## src/logic/ctrl_word_pkg.sv

```systemverilog
// Constants and types shared by the control word bank
package ctrl_word_pkg;
	// Register geometry
	localparam int REG_W = 16;
	localparam logic [4:0] CTRL_REG_ADDR = 5'h00;
	localparam logic [4:0] BROADCAST_PHY_ADDR = 5'h00;
	localparam logic [15:0] REG_ZERO = 16'h0000;
	// Control word field positions
	localparam int AUTONEG_ON_POS = 12;
	localparam int LOW_POWER_POS = 11;
	localparam int HIGH_Z_POS = 10;
	localparam int RESTART_POS = 9;
	localparam int DUPLEX_POS = 8;
	localparam int COL_TEST_POS = 7;
	// Capability strap lanes
	localparam int CAP_FULL_POS = 1;
	localparam int CAP_HALF_POS = 0;
	// Management frame layout, header counted after the first start bit
	localparam logic [5:0] PREAMBLE_CNT = 6'h20;
	localparam logic [3:0] HEADER_LAST = 4'hC;
	localparam logic [3:0] TURN_LAST = 4'h1;
	localparam logic [3:0] DATA_LAST = 4'hF;
	localparam int HDR_START_POS = 12;
	localparam int HDR_OP_MSB = 11;
	localparam int HDR_OP_LSB = 10;
	localparam int HDR_PHY_MSB = 9;
	localparam int HDR_PHY_LSB = 5;
	localparam int HDR_REG_MSB = 4;
	localparam int HDR_REG_LSB = 0;
	localparam logic [1:0] OP_READ = 2'h2;
	localparam logic [1:0] OP_WRITE = 2'h1;
	// Serial engine states
	typedef enum logic [1:0] {
		ST_PREAMBLE = 2'b00,
		ST_HEADER = 2'b01,
		ST_TURN = 2'b10,
		ST_DATA = 2'b11
	} mdio_state_type;
endpackage

```

## src/logic/mgmt_if.sv

```systemverilog
// Carrier between the serial engine and the control word store
`timescale 1ns/1ps
interface mgmt_if;
	logic wr_stb; // One-cycle write strobe
	logic [4:0] reg_addr; // Register address of the frame
	logic [15:0] wr_data; // Write data
	logic [15:0] rd_data; // Current control word image
	logic autoneg_on_bit;
	logic low_power_bit;
	logic high_z_bit;
	logic autoneg_restart_bit;
	logic duplex_bit;
	logic collision_selftest_bit;
	modport store (input wr_stb, reg_addr, wr_data, output rd_data, autoneg_on_bit, low_power_bit,
		high_z_bit, autoneg_restart_bit, duplex_bit, collision_selftest_bit);
	modport engine (output wr_stb, reg_addr, wr_data, input rd_data, autoneg_on_bit, low_power_bit,
		high_z_bit, autoneg_restart_bit, duplex_bit, collision_selftest_bit);
endinterface // mgmt_if

```

## src/logic/mii_isolate_gate.sv

```systemverilog
// Registered MII output stage with shared-bus release
`timescale 1ns/1ps
module mii_isolate_gate #(
	parameter int WIDTH = 8
) (
	input wire logic sys_clk,
	input wire logic resetn,
	input wire logic clk_en,
	input wire logic isolate,
	input wire logic [WIDTH-1:0] core_out,
	output logic [WIDTH-1:0] pin_out,
	output logic pin_oe
);
	// Data and enable from flops so the pins never glitch
	always_ff @(posedge sys_clk) begin
		if (!resetn) begin
			pin_out <= '0;
			pin_oe <= 1'b0;
		end else if (clk_en) begin
			pin_out <= core_out;
			pin_oe <= !isolate;
		end
	end
endmodule // mii_isolate_gate

```

## src/logic/control_word_store.sv

```systemverilog
// Storage and side effects of the control word
`timescale 1ns/1ps
module control_word_store (
	input wire logic sys_clk,
	input wire logic resetn,
	input wire logic clk_en,
	input wire logic phoneline_mode_enable,
	input wire logic autoneg_ability_pin,
	input wire logic high_z_default_pin,
	input wire logic [1:0] capability_strap_pins,
	mgmt_if.store bus
);
	logic wr_hit; // Write addressed to this word
	logic autoneg_on_q, low_power_q, high_z_q, restart_q, duplex_q, collision_selftest_bit_q;

	// Highest mode the straps permit
	function automatic logic best_duplex(input logic [1:0] caps);
		return caps[ctrl_word_pkg::CAP_FULL_POS];
	endfunction

	// Whether the straps permit a duplex value
	function automatic logic duplex_allowed(input logic v, input logic [1:0] caps);
		return v ? caps[ctrl_word_pkg::CAP_FULL_POS] : caps[ctrl_word_pkg::CAP_HALF_POS];
	endfunction

	assign wr_hit = bus.wr_stb && (bus.reg_addr == ctrl_word_pkg::CTRL_REG_ADDR);

	// Read-write fields and the read-only negotiation enable; straps caught by the synchronous reset
	always_ff @(posedge sys_clk) begin
		if (!resetn) begin
			autoneg_on_q <= autoneg_ability_pin;
			high_z_q <= high_z_default_pin;
			low_power_q <= 1'b0;
			collision_selftest_bit_q <= 1'b0;
		end else if (clk_en && wr_hit) begin
			// Negotiation enable is read-only, so writes skip it
			low_power_q <= bus.wr_data[ctrl_word_pkg::LOW_POWER_POS];
			high_z_q <= bus.wr_data[ctrl_word_pkg::HIGH_Z_POS];
			collision_selftest_bit_q <= bus.wr_data[ctrl_word_pkg::COL_TEST_POS];
		end
	end

	// Duplex: strap-limited, refused values leave the bit alone
	always_ff @(posedge sys_clk) begin
		if (!resetn) begin
			duplex_q <= best_duplex(capability_strap_pins);
		end else if (clk_en && wr_hit &&
			duplex_allowed(bus.wr_data[ctrl_word_pkg::DUPLEX_POS], capability_strap_pins)) begin
			duplex_q <= bus.wr_data[ctrl_word_pkg::DUPLEX_POS];
		end
	end

	// Restart: one cycle high, then clears itself
	always_ff @(posedge sys_clk) begin
		if (!resetn) begin
			restart_q <= 1'b0;
		end else if (clk_en) begin
			restart_q <= wr_hit && bus.wr_data[ctrl_word_pkg::RESTART_POS] && autoneg_on_q
				&& !phoneline_mode_enable;
		end
	end

	// Read image; reserved and out-of-scope bits stay zero
	always_comb begin
		bus.rd_data = ctrl_word_pkg::REG_ZERO;
		bus.rd_data[ctrl_word_pkg::AUTONEG_ON_POS] = autoneg_on_q;
		bus.rd_data[ctrl_word_pkg::LOW_POWER_POS] = low_power_q;
		bus.rd_data[ctrl_word_pkg::HIGH_Z_POS] = high_z_q;
		bus.rd_data[ctrl_word_pkg::RESTART_POS] = restart_q;
		bus.rd_data[ctrl_word_pkg::DUPLEX_POS] = duplex_q;
		bus.rd_data[ctrl_word_pkg::COL_TEST_POS] = collision_selftest_bit_q;
	end

	assign bus.autoneg_on_bit = autoneg_on_q;
	assign bus.low_power_bit = low_power_q;
	assign bus.high_z_bit = high_z_q;
	assign bus.autoneg_restart_bit = restart_q;
	assign bus.duplex_bit = duplex_q;
	assign bus.collision_selftest_bit = collision_selftest_bit_q;

	// Negotiation enable never follows a write
	AST_AUTONEG_RO: assert property (@(posedge sys_clk) disable iff (!resetn)
		wr_hit |=> $stable(autoneg_on_q))
		else $error("negotiation enable changed on a write");

	// Restart bit never holds two cycles
	AST_RESTART_SELF_CLEAR: assert property (@(posedge sys_clk) disable iff (!resetn)
		restart_q && clk_en |=> !restart_q)
		else $error("restart bit did not clear itself");

	// Refused duplex write keeps the old value
	AST_DUPLEX_REFUSED: assert property (@(posedge sys_clk) disable iff (!resetn)
		clk_en && wr_hit && !duplex_allowed(bus.wr_data[ctrl_word_pkg::DUPLEX_POS], capability_strap_pins)
		|=> $stable(duplex_q))
		else $error("duplex changed to a value the straps forbid");

	// Isolate comes out of reset at the strap level
	AST_HIGH_Z_DEFAULT: assert property (@(posedge sys_clk)
		!resetn |=> high_z_q == $past(high_z_default_pin))
		else $error("isolate default does not match strap");
endmodule // control_word_store

```

## src/logic/phy_control_word_bank.sv

```systemverilog
// Control word bank behind the serial management pins
`timescale 1ns/1ps
module phy_control_word_bank #(
	parameter int MII_OUT_W = 6 // Receive-side MII outputs other than collision
) (
	input wire logic sys_clk,
	input wire logic resetn,
	input wire logic clk_en,
	input wire logic mdc,
	input wire logic mdio_in,
	output logic mdio_out,
	output logic mdio_oe,
	input wire logic [4:0] station_phy_address,
	input wire logic phoneline_mode_enable,
	input wire logic autoneg_ability_pin,
	input wire logic high_z_default_pin,
	input wire logic [1:0] capability_strap_pins,
	input wire logic low_power_pin,
	input wire logic high_z_pin,
	input wire logic negotiated_full,
	input wire logic tx_en,
	input wire logic line_collision,
	input wire logic [MII_OUT_W-1:0] core_mii_out,
	output logic [MII_OUT_W-1:0] mii_out,
	output logic col,
	output logic mii_oe,
	output logic low_power,
	output logic full_duplex,
	output logic autoneg_restart
);
	mgmt_if bus (); // Engine to store carrier

	// Serial engine state
	ctrl_word_pkg::mdio_state_type state_q; // Frame phase
	logic mdc_prev_q; // Last sampled management clock
	logic mdc_rise; // Rising edge of the management clock
	logic [5:0] ones_q; // Preamble ones seen, saturating
	logic [3:0] cnt_q; // Bit index inside a phase
	logic [12:0] hdr_q; // Start, opcode, addresses
	logic [12:0] hdr_d; // Header with the current bit
	logic [15:0] shift_q; // Read or write data shifter
	logic is_read_q; // Frame is a read
	logic wr_stb_q; // Write strobe to the store
	logic isolate; // Either isolate source
	logic col_raw; // Collision before the gate
	logic [MII_OUT_W:0] gate_out; // Collision plus data through the gate
	logic col_oe_unused_guard; // Shared enable from the gate

	// Opcode field of a header
	function automatic logic [1:0] hdr_op(input logic [12:0] h);
		return h[ctrl_word_pkg::HDR_OP_MSB:ctrl_word_pkg::HDR_OP_LSB];
	endfunction

	// Station address field of a header
	function automatic logic [4:0] hdr_phy(input logic [12:0] h);
		return h[ctrl_word_pkg::HDR_PHY_MSB:ctrl_word_pkg::HDR_PHY_LSB];
	endfunction

	// Register address field of a header
	function automatic logic [4:0] hdr_reg(input logic [12:0] h);
		return h[ctrl_word_pkg::HDR_REG_MSB:ctrl_word_pkg::HDR_REG_LSB];
	endfunction

	// Frame is for us: start, legal opcode, own or broadcast address
	function automatic logic frame_ok(input logic [12:0] h, input logic [4:0] own);
		return h[ctrl_word_pkg::HDR_START_POS]
			&& (hdr_op(h) == ctrl_word_pkg::OP_READ || hdr_op(h) == ctrl_word_pkg::OP_WRITE)
			&& (hdr_phy(h) == own || hdr_phy(h) == ctrl_word_pkg::BROADCAST_PHY_ADDR);
	endfunction

	// Management clock is synchronous to sys_clk, so a plain edge detect
	always_ff @(posedge sys_clk) begin
		if (!resetn) begin
			mdc_prev_q <= 1'b0;
		end else if (clk_en) begin
			mdc_prev_q <= mdc;
		end
	end

	assign mdc_rise = mdc && !mdc_prev_q;

	// Header shift including the bit now on the line
	always_comb begin
		hdr_d = {hdr_q[11:0], mdio_in};
	end

	// Frame engine; deliberately ignores power-down and isolate
	always_ff @(posedge sys_clk) begin
		if (!resetn) begin
			state_q <= ctrl_word_pkg::ST_PREAMBLE;
			ones_q <= '0;
			cnt_q <= '0;
			hdr_q <= '0;
			shift_q <= ctrl_word_pkg::REG_ZERO;
			is_read_q <= 1'b0;
			mdio_out <= 1'b0;
			mdio_oe <= 1'b0;
			wr_stb_q <= 1'b0;
		end else if (clk_en) begin
			wr_stb_q <= 1'b0;
			if (mdc_rise) begin
				unique case (state_q)
					ctrl_word_pkg::ST_PREAMBLE: begin
						// Need a full run of ones before the zero start bit
						if (mdio_in) begin
							if (ones_q != ctrl_word_pkg::PREAMBLE_CNT) begin
								ones_q <= ones_q + 6'h01;
							end
						end else if (ones_q == ctrl_word_pkg::PREAMBLE_CNT) begin
							state_q <= ctrl_word_pkg::ST_HEADER;
							cnt_q <= '0;
						end else begin
							ones_q <= '0;
						end
					end
					ctrl_word_pkg::ST_HEADER: begin
						hdr_q <= hdr_d;
						cnt_q <= cnt_q + 4'h1;
						if (cnt_q == ctrl_word_pkg::HEADER_LAST) begin
							ones_q <= '0;
							cnt_q <= '0;
							if (frame_ok(hdr_d, station_phy_address)) begin
								state_q <= ctrl_word_pkg::ST_TURN;
								is_read_q <= (hdr_op(hdr_d) == ctrl_word_pkg::OP_READ);
								// Unmapped addresses answer all zeros
								shift_q <= (hdr_reg(hdr_d) == ctrl_word_pkg::CTRL_REG_ADDR) ?
									bus.rd_data : ctrl_word_pkg::REG_ZERO;
							end else begin
								// Foreign frame: wait for the next preamble
								state_q <= ctrl_word_pkg::ST_PREAMBLE;
							end
						end
					end
					ctrl_word_pkg::ST_TURN: begin
						cnt_q <= cnt_q + 4'h1;
						if (is_read_q && cnt_q != ctrl_word_pkg::TURN_LAST) begin
							// Second turnaround bit is our driven zero
							mdio_oe <= 1'b1;
							mdio_out <= 1'b0;
						end
						if (cnt_q == ctrl_word_pkg::TURN_LAST) begin
							state_q <= ctrl_word_pkg::ST_DATA;
							cnt_q <= '0;
							if (is_read_q) begin
								mdio_out <= shift_q[15];
								shift_q <= {shift_q[14:0], 1'b0};
							end
						end
					end
					ctrl_word_pkg::ST_DATA: begin
						cnt_q <= cnt_q + 4'h1;
						if (is_read_q) begin
							if (cnt_q == ctrl_word_pkg::DATA_LAST) begin
								mdio_oe <= 1'b0;
								mdio_out <= 1'b0;
							end else begin
								mdio_out <= shift_q[15];
								shift_q <= {shift_q[14:0], 1'b0};
							end
						end else begin
							// Write data arrives most significant bit first
							shift_q <= {shift_q[14:0], mdio_in};
							if (cnt_q == ctrl_word_pkg::DATA_LAST) begin
								wr_stb_q <= 1'b1;
							end
						end
						if (cnt_q == ctrl_word_pkg::DATA_LAST) begin
							state_q <= ctrl_word_pkg::ST_PREAMBLE;
							cnt_q <= '0;
						end
					end
				endcase
			end
		end
	end

	// Store sees the shifter the same cycle the strobe is high
	assign bus.wr_stb = wr_stb_q;
	assign bus.reg_addr = hdr_reg(hdr_q);
	assign bus.wr_data = shift_q;

	control_word_store u_store (
		.sys_clk(sys_clk),
		.resetn(resetn),
		.clk_en(clk_en),
		.phoneline_mode_enable(phoneline_mode_enable),
		.autoneg_ability_pin(autoneg_ability_pin),
		.high_z_default_pin(high_z_default_pin),
		.capability_strap_pins(capability_strap_pins),
		.bus(bus)
	);

	// Restart pulse comes straight from the self-clearing bit
	assign autoneg_restart = bus.autoneg_restart_bit;

	// Low power from either source; shuts the datapath, not this bank
	always_ff @(posedge sys_clk) begin
		if (!resetn) begin
			low_power <= 1'b0;
		end else if (clk_en) begin
			low_power <= bus.low_power_bit || low_power_pin;
		end
	end

	// Effective duplex; phoneline is always half duplex
	always_ff @(posedge sys_clk) begin
		if (!resetn) begin
			full_duplex <= 1'b0;
		end else if (clk_en) begin
			if (phoneline_mode_enable) begin
				full_duplex <= 1'b0;
			end else if (bus.autoneg_on_bit) begin
				full_duplex <= negotiated_full;
			end else begin
				full_duplex <= bus.duplex_bit;
			end
		end
	end

	// Collision test echo, independent of duplex
	assign col_raw = line_collision
		|| (bus.collision_selftest_bit && !phoneline_mode_enable && tx_en);
	assign isolate = bus.high_z_bit || high_z_pin;

	// One gate for collision and data so they release together
	mii_isolate_gate #(
		.WIDTH(MII_OUT_W + 1)
	) u_gate (
		.sys_clk(sys_clk),
		.resetn(resetn),
		.clk_en(clk_en),
		.isolate(isolate),
		.core_out({col_raw, core_mii_out}),
		.pin_out(gate_out),
		.pin_oe(col_oe_unused_guard)
	);

	assign col = gate_out[MII_OUT_W];
	assign mii_out = gate_out[MII_OUT_W-1:0];
	assign mii_oe = col_oe_unused_guard;

	// Power-down follows the bit within one cycle
	AST_LOW_POWER_BIT: assert property (@(posedge sys_clk) disable iff (!resetn)
		clk_en && bus.low_power_bit |=> low_power)
		else $error("low-power bit did not reach the output");

	// Power-down pin has the same effect
	AST_LOW_POWER_PIN: assert property (@(posedge sys_clk) disable iff (!resetn)
		clk_en && low_power_pin |=> low_power)
		else $error("low-power pin did not reach the output");

	// Manual duplex when negotiation is off
	AST_MANUAL_DUPLEX: assert property (@(posedge sys_clk) disable iff (!resetn)
		clk_en && !phoneline_mode_enable && !bus.autoneg_on_bit |=> full_duplex == $past(bus.duplex_bit))
		else $error("duplex does not follow the manual setting");

	// Negotiated duplex overrides the bit
	AST_NEGOTIATED_DUPLEX: assert property (@(posedge sys_clk) disable iff (!resetn)
		clk_en && !phoneline_mode_enable && bus.autoneg_on_bit |=> full_duplex == $past(negotiated_full))
		else $error("duplex bit leaked through while negotiating");

	// Phoneline mode stays half duplex
	AST_PHONELINE_HALF: assert property (@(posedge sys_clk) disable iff (!resetn)
		clk_en && phoneline_mode_enable |=> !full_duplex)
		else $error("full duplex in phoneline mode");

	// Collision echo of transmit enable
	AST_COL_TEST: assert property (@(posedge sys_clk) disable iff (!resetn)
		clk_en && bus.collision_selftest_bit && !phoneline_mode_enable && tx_en |=> col)
		else $error("collision test did not echo transmit enable");

	// Isolation releases all MII outputs
	AST_ISOLATE: assert property (@(posedge sys_clk) disable iff (!resetn)
		clk_en && (bus.high_z_bit || high_z_pin) |=> !mii_oe)
		else $error("MII outputs driven while isolated");

	// Restart only when negotiation is on
	AST_RESTART_GATED: assert property (@(posedge sys_clk) disable iff (!resetn)
		autoneg_restart |-> $past(bus.autoneg_on_bit) && !$past(phoneline_mode_enable))
		else $error("restart issued without negotiation enabled");

	// Read turnaround drives zero first
	AST_TURN_ZERO: assert property (@(posedge sys_clk) disable iff (!resetn)
		$rose(mdio_oe) |-> !mdio_out ##1 mdio_oe)
		else $error("turnaround bit not driven low");

	// Broadcast header is accepted
	AST_BROADCAST: assert property (@(posedge sys_clk) disable iff (!resetn)
		clk_en && mdc_rise && state_q == ctrl_word_pkg::ST_HEADER && cnt_q == ctrl_word_pkg::HEADER_LAST
		&& hdr_d[ctrl_word_pkg::HDR_START_POS] && hdr_phy(hdr_d) == ctrl_word_pkg::BROADCAST_PHY_ADDR
		&& (hdr_op(hdr_d) == ctrl_word_pkg::OP_READ || hdr_op(hdr_d) == ctrl_word_pkg::OP_WRITE)
		|=> state_q == ctrl_word_pkg::ST_TURN)
		else $error("broadcast frame ignored");

	// Reserved bits 6:0 always read zero
	AST_RESERVED_ZERO: assert property (@(posedge sys_clk) disable iff (!resetn)
		bus.rd_data[6:0] == 7'h00)
		else $error("reserved bits not zero");

	// Read answers even while powered down or isolated
	AST_READ_ANSWER: assert property (@(posedge sys_clk) disable iff (!resetn)
		clk_en && mdc_rise && state_q == ctrl_word_pkg::ST_TURN && is_read_q
		&& cnt_q != ctrl_word_pkg::TURN_LAST |=> mdio_oe && !mdio_out)
		else $error("read frame not answered");

	// Isolate pin alone releases the MII outputs
	AST_ISOLATE_PIN: assert property (@(posedge sys_clk) disable iff (!resetn)
		clk_en && high_z_pin |=> !mii_oe)
		else $error("isolate pin did not release the MII outputs");

	// Outputs come back once neither isolate source is set
	AST_MII_DRIVEN: assert property (@(posedge sys_clk) disable iff (!resetn)
		clk_en && !bus.high_z_bit && !high_z_pin |=> mii_oe)
		else $error("MII outputs released without isolation");

	// Accepted restart write always raises the pulse
	AST_RESTART_PULSE: assert property (@(posedge sys_clk) disable iff (!resetn)
		clk_en && bus.wr_stb && bus.reg_addr == ctrl_word_pkg::CTRL_REG_ADDR
		&& bus.wr_data[ctrl_word_pkg::RESTART_POS] && bus.autoneg_on_bit && !phoneline_mode_enable
		|=> autoneg_restart)
		else $error("restart write did not raise the pulse");

	// Frame for another station is dropped at the header end
	AST_FOREIGN_DROPPED: assert property (@(posedge sys_clk) disable iff (!resetn)
		clk_en && mdc_rise && state_q == ctrl_word_pkg::ST_HEADER && cnt_q == ctrl_word_pkg::HEADER_LAST
		&& hdr_phy(hdr_d) != station_phy_address && hdr_phy(hdr_d) != ctrl_word_pkg::BROADCAST_PHY_ADDR
		|=> state_q == ctrl_word_pkg::ST_PREAMBLE)
		else $error("frame for another station accepted");

	// Enable low holds every output; a freeze must not leak a change
	AST_FREEZE: assert property (@(posedge sys_clk) disable iff (!resetn)
		!clk_en |=> $stable(low_power) && $stable(mii_oe) && $stable(full_duplex) && $stable(state_q))
		else $error("state moved while the clock enable was low");
endmodule // phy_control_word_bank

```

## config.mk

```make
export PLATFORM = sky130hd
export DESIGN_NAME = phy_control_word_bank
export DESIGN_NICKNAME = d
export VERILOG_FILES = /design/src/logic/ctrl_word_pkg.sv /design/src/logic/mgmt_if.sv /design/src/logic/mii_isolate_gate.sv /design/src/logic/control_word_store.sv /design/src/logic/phy_control_word_bank.sv
export SDC_FILE = /design/constraint.sdc
export NUM_CORES = 1
export LEC_CHECK = 0
export BUFFER_PORTS_ARGS = -buffer_cell sky130_fd_sc_hd__buf_2
export CAP_MARGIN = 30
export CORE_AREA = 2 2 112 114
export DETAILED_ROUTE_END_ITERATION = 16
export DIE_AREA = 0 0 114 116
export PLACE_DENSITY = 0.44
export SETUP_SLACK_MARGIN = 0.2
export SKIP_LAST_GASP = 1
export SLEW_MARGIN = 40
export SYNTH_ARGS = -nofsm -noshare
export SYNTH_HDL_FRONTEND = slang
export SYNTH_SLANG_ARGS = --single-unit
```

## constraint.sdc

```tcl
create_clock -name sys_clk -period 6.1 [get_ports sys_clk]
set_input_delay 1.22 -clock sys_clk [delete_from_list [all_inputs] [get_ports sys_clk]]
set_output_delay 1.22 -clock sys_clk [all_outputs]
set_load 0.01 [all_outputs]
```

==> results of run 1 <==
-- worst reg2reg max path, cell delays in order (launching register included) --
cell and delay, ps:
dfxtp_1 410, ha_1 190, or3b_4 410, a22oi_4 250
and3_1 550, and2_4 420, mux2i_1 200
-- sequential cells by signal, summed over array words and instances (netlist names), 4 cells and up, named ones only --
name / count
bus.wr_data: 16
cnt_q: 4
hdr_q: 12
u_gate.pin_out: 7
ones_q: 6
-- worst paths after layout --
| path | start | endpoint |
|---|---|---|
| worst max-delay path | clk_en | bus.wr_data[0] |
| worst min-delay path | hdr_q[11] | hdr_q[11] |
| worst max register to register | cnt_q[0] | bus.wr_data[0] |
| worst min register to register | hdr_q[11] | hdr_q[11] |
-- routing by layer --
metal	GRT usage	vias to the layer above
met5	0	-
met4	0.0520	0
met3	0.0371	10
met2	0.176	60
met1	0.149	1123
li1	-	1262
-- power by group through the flow --
| stage | sequential [mW] | combinational, mW | clock, mW |
|---|---|---|---|
| finish | 0.413 | 0.0482 | 0.442 |
| global route | 0.413 | 0.0543 | 0.482 |
| CTS | 0.413 | 0.0494 | 0.457 |
| detailed placement | 0.421 | 0.0493 | 0 |
| global placement | 0.421 | 0.0490 | 0 |
| floorplan | 0.422 | 0.0268 | 0 |
-- logic make-up (layout without fill, tap and decap cells) --
family          count (synthesis)  after routing  synth area share
compound gates                 82             82             0.195
xor+xnor                        5              5            0.0150
fa+ha+maj                       6              6            0.0257
buf+inv                        32             65            0.0534
flops                          61             61             0.428
mux                            18             18            0.0633
simple gates                  134            134             0.221
-- through the flow --
step / utilization / worst slack [ps] / hold WS [ps]
2_1_floorplan: - / 3680 / 431
3_3_place_gp: 0.268 / 2750 / 447
3_5_place_dp: 0.268 / 2730 / 447
4_1_cts: 0.290 / 3060 / 461
5_1_grt: 0.290 / 2860 / 478
6_report: 0.290 / 3100 / 456
-- placed cells by master (no fill, tap or decap), drive strengths merged, types with 2 or more instances in the layout --
master,synthesis,final
dfxtp,58,58
clkinv,0,6
a31oi,7,7
a21oi,32,32
o21ai,18,18
edfxtp,3,3
buf,6,39
nand4b,3,3
nand4,11,11
nor3,2,2
o2111ai,2,2
and2,2,2
a32oi,7,7
clkbuf,16,9
mux2,4,4
and3b,2,2
xnor2,3,3
and3,2,2
nor2b,3,3
nand2,56,56
nor2,27,27
ha,6,6
xor2,2,2
nand3,12,12
a211oi,6,6
o211ai,2,2
inv,10,10
nand2b,4,4
mux2i,14,14
-- cell type report --
| type | instances | area, µm² |
|---|---|---|
| multi-input combinational | 245 | 1530 |
| fill | 1295 | 8450 |
| tap | 147 | 184 |
| inverter | 10 | 37.5 |
| sequential | 61 | 1250 |
| clock buffer | 9 | 225 |
| timing repair buffer | 39 | 198 |
| clock inverter | 7 | 32.5 |
==> results.sh, run 1 <==
export IMPL_status="completed"
export IMPL_crit_fanout=21
export IMPL_top_layer="met4"
export IMPL_fin_skew_ps=10.0
export IMPL_fin_tns_setup_ps=0
export IMPL_synthCells=338
export IMPL_intPower_mw=0.696
export IMPL_cts_sinks=61
export IMPL_wl_met1_mm=3.35
export IMPL_drt_total_wl_mm=6.93
export IMPL_yosys_most_used_dff="dfxtp_1"
export IMPL_fin_nets=398
export IMPL_yosysWarnings=0
export IMPL_setup_viol=0
export IMPL_cpPeakStageDelay_ps=520
export IMPL_syn_mean_instance_area_um2=8.66
export IMPL_synth_seq_area_share=0.428
export IMPL_crit_buf_inv=1
export IMPL_start_kind="input port"
export IMPL_leakage_nw=1.27
export IMPL_post_cts_setup_buffers=0
export IMPL_gp_congestion=0.725
export IMPL_crit_slowest_cell="and3_1"
export IMPL_worstSetupPathType="in -> reg"
export IMPL_syn_nets=370
export IMPL_synth_top_cell_area_share=0.397
export IMPL_tritoncts="built"
export IMPL_combinationalPowerShare=0.053
export IMPL_cts_made_buffers=9
export IMPL_drc=0
export IMPL_portBuffers=38
export IMPL_start_util=0.246
export IMPL_num_rows=40
export IMPL_vias=2455
export IMPL_finalCritPeriodShare=0.492
export IMPL_die_h_um=116
export IMPL_synth_area_top_cells="dfxtp_1 40%, nand2_1 7.2%, a21oi_1 5.5%"
export IMPL_synthMostInstantiatedCell="dfxtp_1"
export IMPL_num_antenna_cells=0
export IMPL_pwr_share_seq=0.457
export IMPL_dieArea_mm2=0.0132
export IMPL_p_total_mw=0.903
export IMPL_fin_area_mm2=0.00346
export IMPL_clock_path_buffers=2
export IMPL_h_tree_depth=3
export IMPL_synth_seq_cells=61
export IMPL_synth_commonest_cells="58 x dfxtp_1, 56 x nand2_1, 32 x a21oi_1, 27 x nor2_1, 16 x clkbuf_1"
export IMPL_critPathArrivalTime_ps=3260
export IMPL_dr_pass1_iters=4
export IMPL_met3WireLength_um=387
export IMPL_post_dp_hpwl_mm=4.76
export IMPL_cts_root_buf="clkbuf_16"
export IMPL_dp_cells=502
export IMPL_wl_per_cell_um=13.4
export IMPL_p_sw_frac=0.229
export IMPL_synth_area_mm2=0.00293
export IMPL_io_pins=39
export IMPL_reg2reg_depth=6
export IMPL_hold_path_class="reg -> reg"
export IMPL_required_ps=6360
export IMPL_vias_per_cell=4.74
export IMPL_ctsHoldBuffers=0
export IMPL_holdPathStages=2
export IMPL_path_cells="buf_2 -> nand3b_1 -> nor2_1 -> and3_1 -> and2_4 -> mux2i_1"
export IMPL_track_usage=0.115
export IMPL_r2r_slack_ps=3590
export IMPL_yosysTopAreaCell="dfxtp_1"
export IMPL_clk_latency_ps=330
export IMPL_antenna_left=0
export IMPL_core_area_mm2=0.0119
export IMPL_async_reset_ff_frac=0
export IMPL_synth_edf_count=3
export IMPL_placed_cell_area_mm2=0.00320
export IMPL_rsz0062_at_grt="false"
export IMPL_cts_resized=0
export IMPL_critical_path_top_delay_family="simple AND/OR/NAND/NOR gates"
export IMPL_die_width_um=114
export IMPL_met2_length_mm=3.06
export IMPL_drt_initial_drc_count=71
export IMPL_path_clk_slew_ps=50
export IMPL_drive_gt1_frac=0.199
export IMPL_grt_antenna_before_repair=0
export IMPL_fin_cells=518
export IMPL_cp_num_cells=6
export IMPL_power_density_mw_per_mm2=261
export IMPL_area_delta_synth_final_pct=18.1
export IMPL_fin_crit_ps=3000
export IMPL_endpoint_kind="flop"
export IMPL_grt_pass1_vias=2469
export IMPL_grt_pass1_wl_mm=12.1
export IMPL_finalHoldViolations=0
export IMPL_slew_violations=0
export IMPL_switching_power_mw=0.207
export IMPL_clkPwrFrac=0.490
export IMPL_worstMarginPinSlew_ps=696
export IMPL_relSlewSlack=0.536
export IMPL_drv_cap=0
export IMPL_grt_max_degree=39
export IMPL_ir_drop_mv=0.118
export IMPL_fmax_mhz=333
export IMPL_synthDistinctLibCells=53
export IMPL_grt_ovfl_total=0
Note: power is estimated with default switching activity, not from simulation.
==> run 2: changes to the inputs <==
==> constraint.sdc (replaced) <==
create_clock -name sys_clk -period 3 [get_ports sys_clk]
set_input_delay 0.6 -clock sys_clk [delete_from_list [all_inputs] [get_ports sys_clk]]
set_output_delay 0.6 -clock sys_clk [all_outputs]
set_load 0.01 [all_outputs]
==> results.sh, run 2 (synthesis gave the netlist of run 1 again) <==
export IMPL_hp_start="hdr_q[11]"
export IMPL_grt_ovfl_total=0
export IMPL_vias=2518
export IMPL_slew_violations=0
export IMPL_track_usage=0.113
export IMPL_clk_latency_ps=320
export IMPL_post_dp_hpwl_mm=4.85
export IMPL_fin_tns_setup_ps=0
export IMPL_fin_skew_ps=4.18
export IMPL_worstReg2RegEnd="bus.wr_data[0]"
export IMPL_post_cts_setup_buffers=0
export IMPL_cts_root_buf="clkbuf_16"
export IMPL_holdPathStages=2
export IMPL_io_pins=39
export IMPL_die_width_um=114
export IMPL_area_delta_synth_final_pct=21.7
export IMPL_grt_pass1_wl_mm=11.8
export IMPL_fin_nets=405
export IMPL_start_kind="flop"
export IMPL_layout_common_cells="58 x dfxtp_1, 56 x nand2_1, 38 x buf_2"
export IMPL_grt_max_degree=40
export IMPL_intPower_mw=1.62
export IMPL_clock_path_buffers=2
export IMPL_path_clk_slew_ps=50
export IMPL_drt_initial_drc_count=86
export IMPL_drc=0
export IMPL_cts_made_buffers=9
export IMPL_leakage_nw=1.33
export IMPL_antenna_left=0
export IMPL_dp_cells=509
export IMPL_gp_congestion=0.758
export IMPL_rr_startpoint="cnt_q[0]"
export IMPL_combinationalPowerShare=0.049
export IMPL_min_to="hdr_q[11]"
export IMPL_rsz0062_at_grt="false"
export IMPL_worstMarginPinSlew_ps=533
export IMPL_status="completed"
export IMPL_reg2reg_depth=7
export IMPL_pwr_share_seq=0.410
export IMPL_num_antenna_cells=0
export IMPL_r2r_slack_ps=730
export IMPL_critPathArrivalTime_ps=2520
export IMPL_fin_cells=525
export IMPL_clkPwrFrac=0.541
export IMPL_grt_antenna_before_repair=0
export IMPL_fmax_mhz=440
export IMPL_die_h_um=116
export IMPL_hold_path_class="reg -> reg"
export IMPL_vias_per_cell=4.80
export IMPL_p_total_mw=2.05
export IMPL_finalHoldViolations=0
export IMPL_placed_cell_area_mm2=0.00324
export IMPL_setup_viol=0
export IMPL_dr_pass1_iters=4
export IMPL_core_area_mm2=0.0119
export IMPL_fillers=1296
export IMPL_finalCritPeriodShare=0.758
export IMPL_num_rows=40
export IMPL_drv_cap=0
export IMPL_wl_per_cell_um=13.5
export IMPL_dieArea_mm2=0.0132
export IMPL_start_util=0.246
export IMPL_largest_reg_flops=16
export IMPL_dp_slack_ps=762
export IMPL_crit_fanout=16
export IMPL_fin_hold_ws_ps=449
export IMPL_ir_drop_mv=0.235
export IMPL_relSlewSlack=0.644
export IMPL_portBuffers=38
export IMPL_drt_total_wl_mm=7.11
export IMPL_utilization=0.299
export IMPL_tritoncts="built"
export IMPL_cts_resized=0
export IMPL_cts_sinks=61
export IMPL_layout_commonest_cell="dfxtp_1"
export IMPL_fin_ws_ps=727
export IMPL_required_ps=3250
export IMPL_grt_pass1_vias=2420
export IMPL_fin_area_mm2=0.00356
export IMPL_drive_gt1_frac=0.212
export IMPL_worstSetupPathType="reg -> reg"
export IMPL_power_density_mw_per_mm2=574
export IMPL_ctsHoldBuffers=0
export IMPL_p_sw_frac=0.206
export IMPL_endpoint_kind="flop"
export IMPL_fin_crit_ps=2270
export IMPL_switching_power_mw=0.422
export IMPL_h_tree_depth=3
run 2: cell types whose count changed in the layout (fill, tap and decap cells not counted), sizes merged:
cell / change
clkinv: -5
buf: +7
clkbuf: +3
bufinv: +2
run 2: critical path, cell delays in order, from the launching register on:
cell     delay (ps)
dfxtp_1         410
ha_1            200
or3b_4          410
a22oi_4         220
and3_1          180
buf_4           210
and2_4          340
mux2i_1         220
run 2: layer usage:
metal | track usage | vias up | wire [µm]
met4 | 0.0293 | 0 | 58
met2 | 0.183 | 61 | 3320
met1 | 0.146 | 1175 | 3390
li1 | - | 1276 | -
met3 | 0.0382 | 6 | 341
met5 | 0 | - | 0
run 2: area by class of cell:
class | count | area (µm²) | share of cell area
tap | 147 | 184 | 0.0517
inverter | 10 | 37.5 | 0.0105
multi-input combinational | 245 | 1520 | 0.427
sequential | 61 | 1250 | 0.351
clock inverter | 4 | 72.6 | 0.0204
timing repair buffer | 46 | 250 | 0.0703
clock buffer | 12 | 246 | 0.0692
run 2: worst max path at each step:
stage,start,cells after the start,end
floorplan,cnt_q[0],9,bus.wr_data[10]
global placement,cnt_q[0],7,bus.wr_data[0]
detailed placement,cnt_q[0],7,bus.wr_data[0]
CTS,cnt_q[0],7,bus.wr_data[0]
global route,cnt_q[0],7,bus.wr_data[0]
finish,cnt_q[0],7,bus.wr_data[0]
run 2: power groups by stage:
stage | logic [mW] | registers [mW] | clock network (mW)
finish | 0.100 | 0.839 | 1.11
global route | 0.113 | 0.840 | 1.17
CTS | 0.103 | 0.839 | 1.13
detailed placement | 0.103 | 0.856 | 0
global placement | 0.102 | 0.856 | 0
floorplan | 0.0546 | 0.859 | 0
